==> config.mk <==
export PLATFORM = sky130hd
export DESIGN_NAME = cts_block
export DESIGN_NICKNAME = d
export VERILOG_FILES = /design/src/design/cts_pkg.sv /design/src/design/cts_timer.sv /design/src/design/cts_block.sv
export VERILOG_INCLUDE_DIRS = /design/src /design/src/design
export SDC_FILE = /design/constraint.sdc
export NUM_CORES = 1
export LEC_CHECK = 0
export BUFFER_PORTS_ARGS = -buffer_cell sky130_fd_sc_hd__buf_2
export CORE_UTILIZATION = 60
export CTS_CLUSTER_DIAMETER = 150
export DETAILED_ROUTE_END_ITERATION = 16
export PLACE_DENSITY = 0.8
export SLEW_MARGIN = 20
export SYNTH_ARGS = -nofsm -noshare
export SYNTH_HDL_FRONTEND = slang
export SYNTH_SLANG_ARGS = --single-unit
==> constraint.sdc <==
create_clock -name clk -period 40.2 [get_ports clk]
set_input_delay 4.02 -clock clk [delete_from_list [all_inputs] [get_ports clk]]
set_output_delay 4.02 -clock clk [all_outputs]
set_load 0.02 [all_outputs]
==> src/design/cts_defs.svh <==
// Register offsets, field positions, reset values and codes for the channel transmit state block.
`ifndef CTS_DEFS_SVH
`define CTS_DEFS_SVH
`define CTS_CTRL 8'h00
`define CTS_CUR_RATE 8'h04
`define CTS_MIN_RATE 8'h08
`define CTS_BWD_PTR 8'h0C
`define CTS_TALLY_A 8'h10
`define CTS_TALLY_B 8'h14
`define CTS_THRESH_1 8'h18
`define CTS_THRESH_2 8'h1C
`define CTS_POOLS 8'h20
`define CTS_POOL_ID 8'h24
`define CTS_BYTES_Q 8'h28
`define CTS_PERIOD 8'h2C
`define CTS_STAMP 8'h30
`define CTS_DESC_PTR 8'h34
`define CTS_STATUS 8'h38
`define CTS_CLEAR 8'h3C
`define CTS_ENABLE 8'h40
`define CTS_NOW 8'h44
`define CTS_CTRL_SEL_A 1:0
`define CTS_CTRL_SEL_B 3:2
`define CTS_CTRL_KIND 5:4
`define CTS_CTRL_ARM 6
`define CTS_EV_WRAP_A 0
`define CTS_EV_WRAP_B 1
`define CTS_EV_BWD_SENT 2
`define CTS_EV_TIMER 3
`define CTS_SEL_CELLS 2'h0
`define CTS_SEL_BYTES 2'h1
`define CTS_SEL_FRAMES 2'h2
`define CTS_KIND_REL_ONCE 2'h0
`define CTS_KIND_REL_PERIOD 2'h1
`define CTS_KIND_ABS_ONCE 2'h2
`define CTS_KIND_ABS_PERIOD 2'h3
`define CTS_HTRANS_NONSEQ 2'h2
`define CTS_CTRL_RESET 7'h00
`define CTS_POOLS_RESET 24'h00_0000
`endif

==> src/design/cts_pkg.sv <==
// Types shared by the channel transmit state block and its timer.
package cts_pkg;
    typedef struct packed {
        logic cell_sent;
        logic [6:0] cell_bytes;
        logic frame_sent;
        logic bwd_sent;
        logic enq_valid;
        logic [15:0] enq_bytes;
        logic rate_valid;
        logic [15:0] rate;
    } seg_events_t;

    typedef struct packed {
        logic valid;
        logic [31:0] ptr;
    } desc_req_t;

    typedef struct packed {
        logic [31:0] now;
        logic [31:0] deadline;
        logic armed;
        logic expire;
    } tmr_state_t;

    typedef struct packed {
        logic dph_wr;
        logic [7:0] dph_addr;
        logic [31:0] hrdata;
        logic hreadyout;
        logic [6:0] ctrl;
        logic [15:0] cur_rate;
        logic [15:0] min_rate;
        logic [31:0] bwd_ptr;
        logic [31:0] tally_a;
        logic [31:0] tally_b;
        logic [23:0] th1;
        logic [23:0] th2;
        logic [23:0] pools;
        logic [7:0] pool_id;
        logic [31:0] bytes_q;
        logic [15:0] period;
        logic [31:0] stamp;
        logic [31:0] desc;
        logic [3:0] status;
        logic [3:0] irq_en;
        logic irq;
        logic arm;
        desc_req_t req;
    } cts_state_t;

    function automatic logic kind_periodic(input logic [1:0] kind);
        return kind == 2'h1 || kind == 2'h3;
    endfunction

    function automatic logic kind_relative(input logic [1:0] kind);
        return kind == 2'h0 || kind == 2'h1;
    endfunction
endpackage

==> src/design/cts_timer.sv <==
// Timeslot clock and four-kind expiry timer for one connection.
`timescale 1ns/1ps
`include "cts_defs.svh"
module cts_timer (
    input wire logic clk,
    input wire logic rst_n,
    input wire logic tick,
    input wire logic arm,
    input wire logic [1:0] kind,
    input wire logic [15:0] period,
    input wire logic [31:0] stamp,
    output logic expire,
    output logic armed,
    output logic [31:0] now
);
    import cts_pkg::*;

    tmr_state_t s;
    tmr_state_t next_s;
    logic [31:0] per;

    assign per = (period == 16'h0000) ? 32'h0000_0001 : {16'h0000, period};

    always_comb begin
        next_s = s;
        next_s.expire = 1'b0;
        if (tick) begin
            next_s.now = s.now + 32'h0000_0001; // RULE_14
        end
        if (arm) begin
            next_s.armed = 1'b1;
            if (kind_relative(kind)) begin
                next_s.deadline = s.now + per; // RULE_10 RULE_11
            end else begin
                next_s.deadline = stamp; // RULE_12 RULE_13
            end
        end else if (s.armed && tick && next_s.now == s.deadline) begin
            next_s.expire = 1'b1;
            if (kind_periodic(kind)) begin
                next_s.deadline = s.deadline + per; // RULE_10 RULE_13
            end else begin
                next_s.armed = 1'b0; // RULE_11 RULE_12
            end
        end
    end

    always_ff @(posedge clk or negedge rst_n) begin
        if (!rst_n) begin
            s <= '0;
        end else begin
            s <= next_s;
        end
    end

    assign expire = s.expire;
    assign armed = s.armed;
    assign now = s.now;

    periodic_rearm_a: assert property (@(posedge clk) disable iff (!rst_n) // RULE_10
        s.expire && kind_periodic(kind) && !$past(arm) |-> s.armed
        && s.deadline == $past(s.deadline) + per)
        else $error("Periodic timer did not reschedule after expiry.");
    oneshot_stop_a: assert property (@(posedge clk) disable iff (!rst_n) // RULE_11
        s.expire && !kind_periodic(kind) |-> !s.armed)
        else $error("One-shot timer stayed armed after expiry.");
    rel_deadline_a: assert property (@(posedge clk) disable iff (!rst_n) // RULE_14
        arm && kind_relative(kind) |=> s.deadline == $past(s.now) + $past(per))
        else $error("Relative timer deadline is not one period ahead.");
    abs_expiry_a: assert property (@(posedge clk) disable iff (!rst_n) // RULE_12
        s.expire |-> s.now == $past(s.deadline))
        else $error("Timer expired away from its deadline.");
    periodic_cov_c: cover property (@(posedge clk) disable iff (!rst_n)
        s.expire && kind == 2'h1);
endmodule

==> src/design/cts_block.sv <==
// Connection transmit state: ABR rates, backward cell pointer, tallies, pool swap and timer.
`timescale 1ns/1ps
`include "cts_defs.svh"
// Function
// [RULE_01] Keep a 16-bit current ABR cell rate for the connection.
// [RULE_02] Keep a 16-bit ABR minimum cell rate for the connection.
// [RULE_03] Software posts the address of a ready backward RM cell buffer.
// [RULE_04] Clear the backward cell pointer to zero once that cell is sent.
// [RULE_05] Two 32-bit tallies each count cells, bytes or frames sent.
// [RULE_06] A tally wrapping past its maximum raises an event.
// [RULE_07] Software zeroes both tallies when it sets up the connection.
// [RULE_08] Keep a running count of bytes queued for transmission.
// [RULE_09] Compare two thresholds to queued bytes upper 24 bits; swap pool on crossing.
// [RULE_10] Kind 01 expires one period after scheduling and reschedules itself.
// [RULE_11] Relative one-shot kind expires after one period, then stops.
// [RULE_12] Absolute one-shot kind expires when time reaches the timestamp, then stops.
// [RULE_13] Absolute periodic kind expires at the timestamp, then repeats each period.
// [RULE_14] The timer period counts timeslots until expiry.
// [RULE_15] On expiry, queue the descriptor named by the timer's pointer.
// [RULE_16] Each tally has a setting choosing cells, bytes or frames.
module cts_block (
    input wire logic clk,
    input wire logic rst_n,
    input wire logic hsel,
    input wire logic [31:0] haddr,
    input wire logic [1:0] htrans,
    input wire logic hwrite,
    input wire logic [2:0] hsize,
    input wire logic [31:0] hwdata,
    input wire logic hready,
    output logic [31:0] hrdata,
    output logic hreadyout,
    output logic hresp,
    input wire cts_pkg::seg_events_t seg,
    input wire logic timeslot,
    output logic [15:0] cur_rate,
    output logic [15:0] min_rate,
    output logic [31:0] bwd_ptr,
    output logic [7:0] pool_id,
    output cts_pkg::desc_req_t desc_req,
    output logic irq
);
    import cts_pkg::*;

    logic [1:0] rst_sync;
    logic rst_core_n;
    cts_state_t s;
    cts_state_t next_s;
    logic addr_ok;
    logic tmr_expire;
    logic tmr_armed;
    logic [31:0] tmr_now;
    logic wr_bwd;
    logic wr_tally_a;
    logic wr_tally_b;
    logic [32:0] sum_a;
    logic [32:0] sum_b;
    logic [31:0] q_next;
    logic [7:0] pool_sel;
    logic pend;

    // Reset is released through two flip-flops so that all state leaves reset together.
    always_ff @(posedge clk or negedge rst_n) begin
        if (!rst_n) begin
            rst_sync <= 2'b00;
        end else begin
            rst_sync <= {rst_sync[0], 1'b1};
        end
    end
    assign rst_core_n = rst_sync[1];

    function automatic logic [31:0] tally_step(input logic [1:0] sel, input seg_events_t ev);
        logic [31:0] inc;
        inc = 32'h0000_0000;
        case (sel)
            `CTS_SEL_CELLS: inc = {31'h0, ev.cell_sent};
            `CTS_SEL_BYTES: inc = ev.cell_sent ? {25'h0, ev.cell_bytes} : 32'h0000_0000;
            `CTS_SEL_FRAMES: inc = {31'h0, ev.frame_sent};
            default: inc = 32'h0000_0000;
        endcase
        return inc;
    endfunction

    function automatic logic [31:0] reg_read(input logic [7:0] a, input cts_state_t r,
                                             input logic [31:0] now);
        logic [31:0] d;
        d = 32'h0000_0000;
        case (a)
            `CTS_CTRL: d = {25'h0, r.ctrl};
            `CTS_CUR_RATE: d = {16'h0000, r.cur_rate};
            `CTS_MIN_RATE: d = {16'h0000, r.min_rate};
            `CTS_BWD_PTR: d = r.bwd_ptr;
            `CTS_TALLY_A: d = r.tally_a;
            `CTS_TALLY_B: d = r.tally_b;
            `CTS_THRESH_1: d = {8'h00, r.th1};
            `CTS_THRESH_2: d = {8'h00, r.th2};
            `CTS_POOLS: d = {8'h00, r.pools};
            `CTS_POOL_ID: d = {24'h00_0000, r.pool_id};
            `CTS_BYTES_Q: d = r.bytes_q;
            `CTS_PERIOD: d = {16'h0000, r.period};
            `CTS_STAMP: d = r.stamp;
            `CTS_DESC_PTR: d = r.desc;
            `CTS_STATUS: d = {28'h000_0000, r.status};
            `CTS_ENABLE: d = {28'h000_0000, r.irq_en};
            `CTS_NOW: d = now;
            default: d = 32'h0000_0000;
        endcase
        return d;
    endfunction

    cts_timer timer (
        .clk(clk),
        .rst_n(rst_core_n),
        .tick(timeslot),
        .arm(s.arm),
        .kind(s.ctrl[`CTS_CTRL_KIND]),
        .period(s.period),
        .stamp(s.stamp),
        .expire(tmr_expire),
        .armed(tmr_armed),
        .now(tmr_now)
    );

    assign addr_ok = hsel && hready && htrans == `CTS_HTRANS_NONSEQ;
    assign wr_bwd = s.dph_wr && s.dph_addr == `CTS_BWD_PTR;
    assign wr_tally_a = s.dph_wr && s.dph_addr == `CTS_TALLY_A;
    assign wr_tally_b = s.dph_wr && s.dph_addr == `CTS_TALLY_B;
    assign sum_a = {1'b0, s.tally_a} + {1'b0, tally_step(s.ctrl[`CTS_CTRL_SEL_A], seg)};
    assign sum_b = {1'b0, s.tally_b} + {1'b0, tally_step(s.ctrl[`CTS_CTRL_SEL_B], seg)};
    assign q_next = s.bytes_q + (seg.enq_valid ? {16'h0000, seg.enq_bytes} : 32'h0000_0000)
                    - (seg.cell_sent ? {25'h0, seg.cell_bytes} : 32'h0000_0000);
    assign pool_sel = (s.bytes_q[31:8] >= s.th2) ? s.pools[23:16] :
                      (s.bytes_q[31:8] >= s.th1) ? s.pools[15:8] : s.pools[7:0];
    assign pend = |(s.status & s.irq_en);

    always_comb begin
        next_s = s;
        next_s.hreadyout = 1'b1;
        next_s.arm = 1'b0;
        next_s.dph_wr = addr_ok && hwrite;
        next_s.dph_addr = addr_ok ? haddr[7:0] : 8'h00;
        if (addr_ok && !hwrite) begin
            next_s.hrdata = reg_read(haddr[7:0], s, tmr_now);
        end
        if (seg.rate_valid) begin
            next_s.cur_rate = seg.rate; // RULE_01
        end
        if (seg.bwd_sent) begin
            next_s.bwd_ptr = 32'h0000_0000; // RULE_04
        end
        next_s.tally_a = sum_a[31:0]; // RULE_05 RULE_16
        next_s.tally_b = sum_b[31:0]; // RULE_05 RULE_16
        next_s.bytes_q = q_next; // RULE_08
        next_s.pool_id = pool_sel; // RULE_09
        next_s.req.valid = tmr_expire; // RULE_15
        next_s.req.ptr = tmr_expire ? s.desc : s.req.ptr; // RULE_15
        if (s.dph_wr) begin
            case (s.dph_addr)
                `CTS_CTRL: begin
                    next_s.ctrl = hwdata[6:0];
                    next_s.arm = hwdata[`CTS_CTRL_ARM];
                end
                `CTS_CUR_RATE: next_s.cur_rate = hwdata[15:0]; // RULE_01
                `CTS_MIN_RATE: next_s.min_rate = hwdata[15:0]; // RULE_02
                `CTS_BWD_PTR: next_s.bwd_ptr = hwdata; // RULE_03
                `CTS_TALLY_A: next_s.tally_a = hwdata; // RULE_07
                `CTS_TALLY_B: next_s.tally_b = hwdata; // RULE_07
                `CTS_THRESH_1: next_s.th1 = hwdata[23:0];
                `CTS_THRESH_2: next_s.th2 = hwdata[23:0];
                `CTS_POOLS: next_s.pools = hwdata[23:0];
                `CTS_BYTES_Q: next_s.bytes_q = hwdata;
                `CTS_PERIOD: next_s.period = hwdata[15:0];
                `CTS_STAMP: next_s.stamp = hwdata;
                `CTS_DESC_PTR: next_s.desc = hwdata;
                `CTS_CLEAR: next_s.status = s.status & ~hwdata[3:0];
                `CTS_ENABLE: next_s.irq_en = hwdata[3:0];
                default: next_s.arm = 1'b0;
            endcase
        end
        // Hardware events are applied after the clear so that a set wins.
        if (sum_a[32] && !wr_tally_a) begin
            next_s.status[`CTS_EV_WRAP_A] = 1'b1; // RULE_06
        end
        if (sum_b[32] && !wr_tally_b) begin
            next_s.status[`CTS_EV_WRAP_B] = 1'b1; // RULE_06
        end
        if (seg.bwd_sent) begin
            next_s.status[`CTS_EV_BWD_SENT] = 1'b1;
        end
        if (tmr_expire) begin
            next_s.status[`CTS_EV_TIMER] = 1'b1;
        end
        next_s.irq = pend;
    end

    always_ff @(posedge clk or negedge rst_core_n) begin
        if (!rst_core_n) begin
            s <= '0;
            s.ctrl <= `CTS_CTRL_RESET;
            s.pools <= `CTS_POOLS_RESET;
        end else begin
            s <= next_s;
        end
    end

    assign hrdata = s.hrdata;
    assign hreadyout = s.hreadyout;
    assign hresp = 1'b0;
    assign cur_rate = s.cur_rate;
    assign min_rate = s.min_rate;
    assign bwd_ptr = s.bwd_ptr;
    assign pool_id = s.pool_id;
    assign desc_req = s.req;
    assign irq = s.irq;

    bwd_clear_a: assert property (@(posedge clk) disable iff (!rst_core_n) // RULE_04
        seg.bwd_sent && !wr_bwd |=> s.bwd_ptr == 32'h0000_0000 && s.status[2])
        else $error("Backward pointer not cleared after the cell was sent.");
    cell_tally_a: assert property (@(posedge clk) disable iff (!rst_core_n) // RULE_05
        s.ctrl[1:0] == 2'h0 && seg.cell_sent && !wr_tally_a
        |=> s.tally_a == $past(s.tally_a) + 32'h0000_0001)
        else $error("Cell tally did not advance by one.");
    wrap_event_a: assert property (@(posedge clk) disable iff (!rst_core_n) // RULE_06
        s.tally_b == 32'hFFFF_FFFF && s.ctrl[3:2] == 2'h2 && seg.frame_sent && !wr_tally_b
        |=> s.tally_b == 32'h0000_0000 && s.status[1])
        else $error("Tally wrap did not raise its event.");
    queue_count_a: assert property (@(posedge clk) disable iff (!rst_core_n) // RULE_08
        !s.dph_wr && seg.enq_valid && !seg.cell_sent
        |=> s.bytes_q == $past(s.bytes_q) + {16'h0000, $past(seg.enq_bytes)})
        else $error("Queued byte count did not follow an enqueue.");
    pool_swap_a: assert property (@(posedge clk) disable iff (!rst_core_n) // RULE_09
        s.bytes_q[31:8] >= s.th2 |=> s.pool_id == $past(s.pools[23:16]))
        else $error("Pool identifier not replaced above the second threshold.");
    desc_queue_a: assert property (@(posedge clk) disable iff (!rst_core_n) // RULE_15
        tmr_expire |=> s.req.valid && s.req.ptr == $past(s.desc) ##1 !s.req.valid)
        else $error("Timer expiry did not queue its descriptor for one cycle.");
    irq_level_a: assert property (@(posedge clk) disable iff (!rst_core_n)
        ##1 s.irq == $past(pend))
        else $error("Interrupt output does not follow enabled status.");
    rate_keep_a: assert property (@(posedge clk) disable iff (!rst_core_n) // RULE_01
        seg.rate_valid && !s.dph_wr |=> s.cur_rate == $past(seg.rate))
        else $error("Current rate not taken from the scheduler.");
    min_rate_a: assert property (@(posedge clk) disable iff (!rst_core_n) // RULE_02
        !s.dph_wr |=> $stable(s.min_rate))
        else $error("Minimum rate changed without a write.");
    bwd_cov_c: cover property (@(posedge clk) disable iff (!rst_core_n)
        wr_bwd ##[1:50] seg.bwd_sent);
    wrap_cov_c: cover property (@(posedge clk) disable iff (!rst_core_n)
        sum_a[32]);
    timer_cov_c: cover property (@(posedge clk) disable iff (!rst_core_n)
        tmr_expire && tmr_armed);
endmodule

# ---- Word-level counts from Yosys, hierarchy flattened
# Cells that the tools add are included.
dict set report totals {
  ff_bits 480
  romBits 0
  latchBits 0
  mem_bits_rw 0
  out_inout_bits 140
  memories 0
}
dict set report classes {
  bitwise_logic 3
  n_mul 0
  order_cmp 2
  shift 0
  n_addsub 7
  eq_ne 39
  n_mux 40
  n_div 0
  reduce_logical 47
}
# cell count
set ops {}
lappend ops {{case mux 32 bit (17 select lines)} 1}
lappend ops {{2-to-1 mux 32 bit} 10}
lappend ops {{2-to-1 mux 200 bit} 1}
lappend ops {{2-to-1 mux 120 bit} 1}
lappend ops {{== test 8 x 6 -> 1 bit (second input constant)} 13}
lappend ops {{2-to-1 mux 16 bit} 6}
lappend ops {{2-to-1 mux 24 bit} 3}
lappend ops {{adder 32 x 32 -> 33 bit} 2}
lappend ops {{adder 32 bit} 2}
lappend ops {{== test 8 x 5 -> 1 bit (second input constant)} 8}
lappend ops {{greater-or-equal comparator 24 bit} 2}
lappend ops {{case mux 7 bit (3 select lines)} 2}
lappend ops {{2-to-1 mux 34 bit} 1}
lappend ops {{2-to-1 mux 33 bit} 1}
lappend ops {{adder 32 x 1 -> 32 bit (second input constant)} 1}
lappend ops {{adder 32 x 16 -> 32 bit} 1}
lappend ops {{== test 32 bit} 1}
lappend ops {{== test 8 x 4 -> 1 bit (second input constant)} 4}
lappend ops {{subtractor 32 x 7 -> 32 bit} 1}
lappend ops {{AND reduction 2 bit} 15}
lappend ops {{== test 8 x 7 -> 1 bit (second input constant)} 3}
lappend ops {{2-to-1 mux 8 bit} 3}
lappend ops {{nonzero test 2 bit} 10}
lappend ops {{== test 8 x 3 -> 1 bit (second input constant)} 2}
lappend ops {{15 further kinds} 44}

# ---- Logic depth before layout (Yosys ltp)
dict set report logic_depth {
  depth_word 6
  ltp_mapped 19
  mapped_depth_nobuf 18
}

# ---- Hierarchy
# Synthesis repeated with hierarchy kept, for this count alone.
dict set report unflattened {
  hier_cells 3329
  hier_area_um2 31391.4
}
# mod area_per_inst_um2 n_inst cells_per_inst
set by_module_without_submodules {}
lappend by_module_without_submodules {cts_block 24350.9 1 2466}
lappend by_module_without_submodules {cts_timer 7040.5 1 863}

# ---- Worst setup path after synthesis
# Ideal clock, no wire load.
dict set report synth_timing {
  path_type {input-to-reg}
  startpoint {input seg[33] (netlist bit)}
  endpoint {register s[153] (netlist bit)}
  path_stages 16
  setup_time_ns 0.125
  required_time_ns 40.075
  path_slack_ns 32.103
  arrival_ns 7.972
  cell_sequence {clkbuf_1 > clkbuf_1 > nand2_1 > fa_1 > fa_1 > nor2b_1 > o2111ai_1 > a21oi_1 > nor4_1 > o311ai_0 > a2111oi_0 > o41ai_1 > nand3_1 > a21oi_1 > xor2_1 > mux2_2}
}
# item line_no
set synth_lines {}
lappend synth_lines {{from (decl)} cts_block.sv:34} ;# input wire cts_pkg::seg_events_t seg,
lappend synth_lines {{to (signal assigned)} cts_block.sv:202} ;# s <= next_s;
lappend synth_lines {{to (decl)} cts_block.sv:47} ;# cts_state_t s;

==> reports/results.tsv <==
metric	value	unit
pin count of the biggest net entering global routing	173	
share of flip-flops with an asynchronous set or reset	100.0	%
Site Rows	81	
routed vias	25190	
clock sinks	480	
sequential fraction of the synthesis area	40.32	%
number of unique standard cell types used by synthesis	83	
number of global-route vias before repair	24280	
Resized Gates After CTS	0	
first-pass GRT wire length	148900	µm
Max transition margin	14.95	%
post-synthesis cell count	3158	
total global routing track utilization	39.23	%
RSZ-0062 raised after global routing	no	
number of maximum-capacitance constraint violations	0	
reg-to-reg startpoint	timer.now[3]	
DIE HEIGHT	224.8	µm
area leader, netlist	sky130_fd_sc_hd__dfrtp_1	
maximum clock frequency	0.1213	GHz
worst ir drop on vdd	0.04012	mV
initial antenna violation count	1	
number of nets at the end of the flow	3392	
setup skew after layout	0.02896	ns
type of the worst setup path	input pin to register	
fraction of layout cells with a size suffix above 1	18.78	%
number of antenna repair diodes	0	
pins over their slew limit	0	
Final Hold Viols	0	
Total Die Area	0.05054	mm²
crit start category	input pin	
CP delay by family, top	compound AO/OA/AOI/OAI gates	
area inside the core boundary	0.04895	mm²
relative area change from synthesis to final layout	7.800	%
Worst Tran Pin Value	1.244	ns
endpoint kind of the worst setup timing path	register	
post-layout power	1778	µW
post-synthesis instance area	0.02979	mm²
Bufs on Longest Clock Path	3	
largest cells by area after synthesis	sky130_fd_sc_hd__dfrtp_1 (40%), sky130_fd_sc_hd__mux2_2 (7.4%), sky130_fd_sc_hd__ha_1 (4.9%)	
flops & latches, synth	480	
residual DRC count	0	
launch point of the critical path	seg[43]	
end of the worst register-to-register path	timer.s[28]	
number of cell instances on the worst register-to-register path	11	
Final TNS setup	0	ns
die outline width	224.8	µm
detailed-route wire length	99230	µm
Pre-antenna DRT Iters	5	
Worst Hold Class	register to async pin	
number of enable flip-flop cells after synthesis	0	
utilization after layout	65.60	%
required time of the critical path	40.71	ns
Bufs and invs on worst path	2	
final number of setup-violating endpoints	0	
number of setup buffers added after CTS	0	
worst slack on hold paths	0.3110	ns
Lkg Pwr	0.01489	µW
number of buffer cells added on primary ports	230	
Yosys top cell area share	40.32	%
hpwl dp	71940	µm
starting utilization of the core area	60.85	%
series of cell instances along the critical path	buf_2 -> nand2_1 -> inv_1 -> fa_1 -> fa_1 -> nor2b_1 -> o2111ai_1 -> a21oi_1 -> nor4_1 -> o311ai_0 -> a2111oi_0 -> o41ai_1 -> nand3_1 -> a21oi_1 -> xor2_1 -> mux2_2	
root buffer cell	sky130_fd_sc_hd__clkbuf_16	
total clock buffers created by CTS	53	
Crit path arrival time	8.76	ns
worst setup slack for register-to-register paths	34.60	ns
minimum period implied by the final worst setup slack	8.247	ns
I/O pin total	259	
Most used DFF post-synth	sky130_fd_sc_hd__dfrtp_1	
syn avg cell area	9.432	µm²
total congestion overflow	0	
maximum fanout along the worst path	9	
last weighted congestion value of the routability-driven placer	0.9843	
clock transition at the registers of the reported paths	0.06	ns
outcome	complete, no violations	
CTS tree	yes	
longest individual stage delay on the worst path	0.81	ns
CTS H-Tree Depth	2	
insertion delay of the later-clocked pin in the worst-skew pair	0.63	ns
detail-routed net length per standard cell	25.75	µm
average via count per standard cell	6.538	
Warnings, synthesis	0	
critical path's slowest cell	sky130_fd_sc_hd__o41ai_1	
Tcrit/Tclk final	20.52	%
Power Density	55.37	mW/mm²
Initial DRC Count	3174	
number of nets with antenna violations after routing	0	
CTS Hold Buffers Added	0	
==> synth_stat cells (15+ instances only) <==
master,instances
sky130_fd_sc_hd__o21ai_0,184
sky130_fd_sc_hd__buf_4,148
sky130_fd_sc_hd__nor4_1,15
sky130_fd_sc_hd__nor2_1,233
sky130_fd_sc_hd__nor3_1,35
sky130_fd_sc_hd__clkbuf_1,157
sky130_fd_sc_hd__mux2_2,196
sky130_fd_sc_hd__a21oi_1,140
sky130_fd_sc_hd__xor2_1,92
sky130_fd_sc_hd__inv_1,158
sky130_fd_sc_hd__ha_1,116
sky130_fd_sc_hd__mux2i_1,34
sky130_fd_sc_hd__a31oi_1,24
sky130_fd_sc_hd__nand2_1,290
sky130_fd_sc_hd__and3_1,29
sky130_fd_sc_hd__dfrtp_1,480
sky130_fd_sc_hd__and2_1,30
sky130_fd_sc_hd__xnor2_1,131
sky130_fd_sc_hd__a22oi_1,97
sky130_fd_sc_hd__nand4_1,46
sky130_fd_sc_hd__nand2b_1,52
sky130_fd_sc_hd__buf_2,23
sky130_fd_sc_hd__a221oi_1,40
sky130_fd_sc_hd__a22o_1,33
sky130_fd_sc_hd__nand3_1,66
sky130_fd_sc_hd__a21o_1,37
==> state kept, by name (all words and copies together) (netlist names), 16 cells and up <==
| name | flops |
|---|---|
| hrdata | 32 |
| bwd_ptr | 32 |
| timer.s | 32 |
| s | 273 |
| timer.now | 32 |
| cur_rate | 16 |
| min_rate | 16 |
| desc_req | 33 |
==> report_power, final <==
group          switching, µW  leakage [µW]  internal [µW]  total [µW]
logic                    346       0.00803            263         609
clock network            210      0.000861            296         506
registers                115       0.00601            549         663
==> cell usage in the layout, fill, tap and decap left out, drive strengths merged, types with 69 or more instances in the layout <==
master	Yosys	layout
dfrtp	480	480
a22oi	97	97
xnor2	131	131
mux2	196	196
buf	178	272
a21oi	140	140
clkbuf	160	69
ha	116	116
nand2	290	290
inv	158	159
xor2	92	92
o21ai	188	188
nor2	233	233
==> logic make-up after synthesis <==
logic type,share of synthesized area (%)
simple gates,14.07
xor+xnor,7.246
flops,40.32
fa+ha+maj,5.956
mux,8.552
buf+inv,8.225
compound gates,15.60
other cells,0.02521
==> metal layers <==
metal / up-vias / GRT usage (%) / share of wire [%]
met5: - / 0 / 0
met4: 0 / 14.66 / 3.9
met3: 213 / 8.125 / 12
met2: 1564 / 58.24 / 44
met1: 12450 / 56.42 / 40
li1: 10960 / - / -
==> through the flow <==
stage | worst slack [ns] | instances | area [µm²]
floorplan | 25.83 | 3159 | 29790
global placement | 31.53 | 3757 | 30320
detailed placement | 31.46 | 3757 | 30320
CTS | 32.07 | 3853 | 32100
global route | 31.59 | 3853 | 32110
finish | 31.95 | 3853 | 32110
==> cell type report <==
cell class | count | area [µm²]
flip-flops and latches | 480 | 12020
clock buffers | 69 | 1426
clock inverters | 27 | 352.8
repair buffers | 272 | 1479
multi-input cells | 2183 | 15410
inverters | 158 | 593.1
well taps | 664 | 830.8
fillers | 3909 | 16840
==> how the worst max path moves through the flow <==
stage	to	slack (ns)	cells past startpoint
after detailed placement	s[153]	31.46	16
after global routing	s[153]	31.59	15
after CTS	s[153]	32.07	16
after floorplan	bwd_ptr[0]	25.83	0
final	s[153]	31.95	16
after global placement	timer.s[28]	31.53	12
Note: power is estimated with default switching activity, not from simulation.
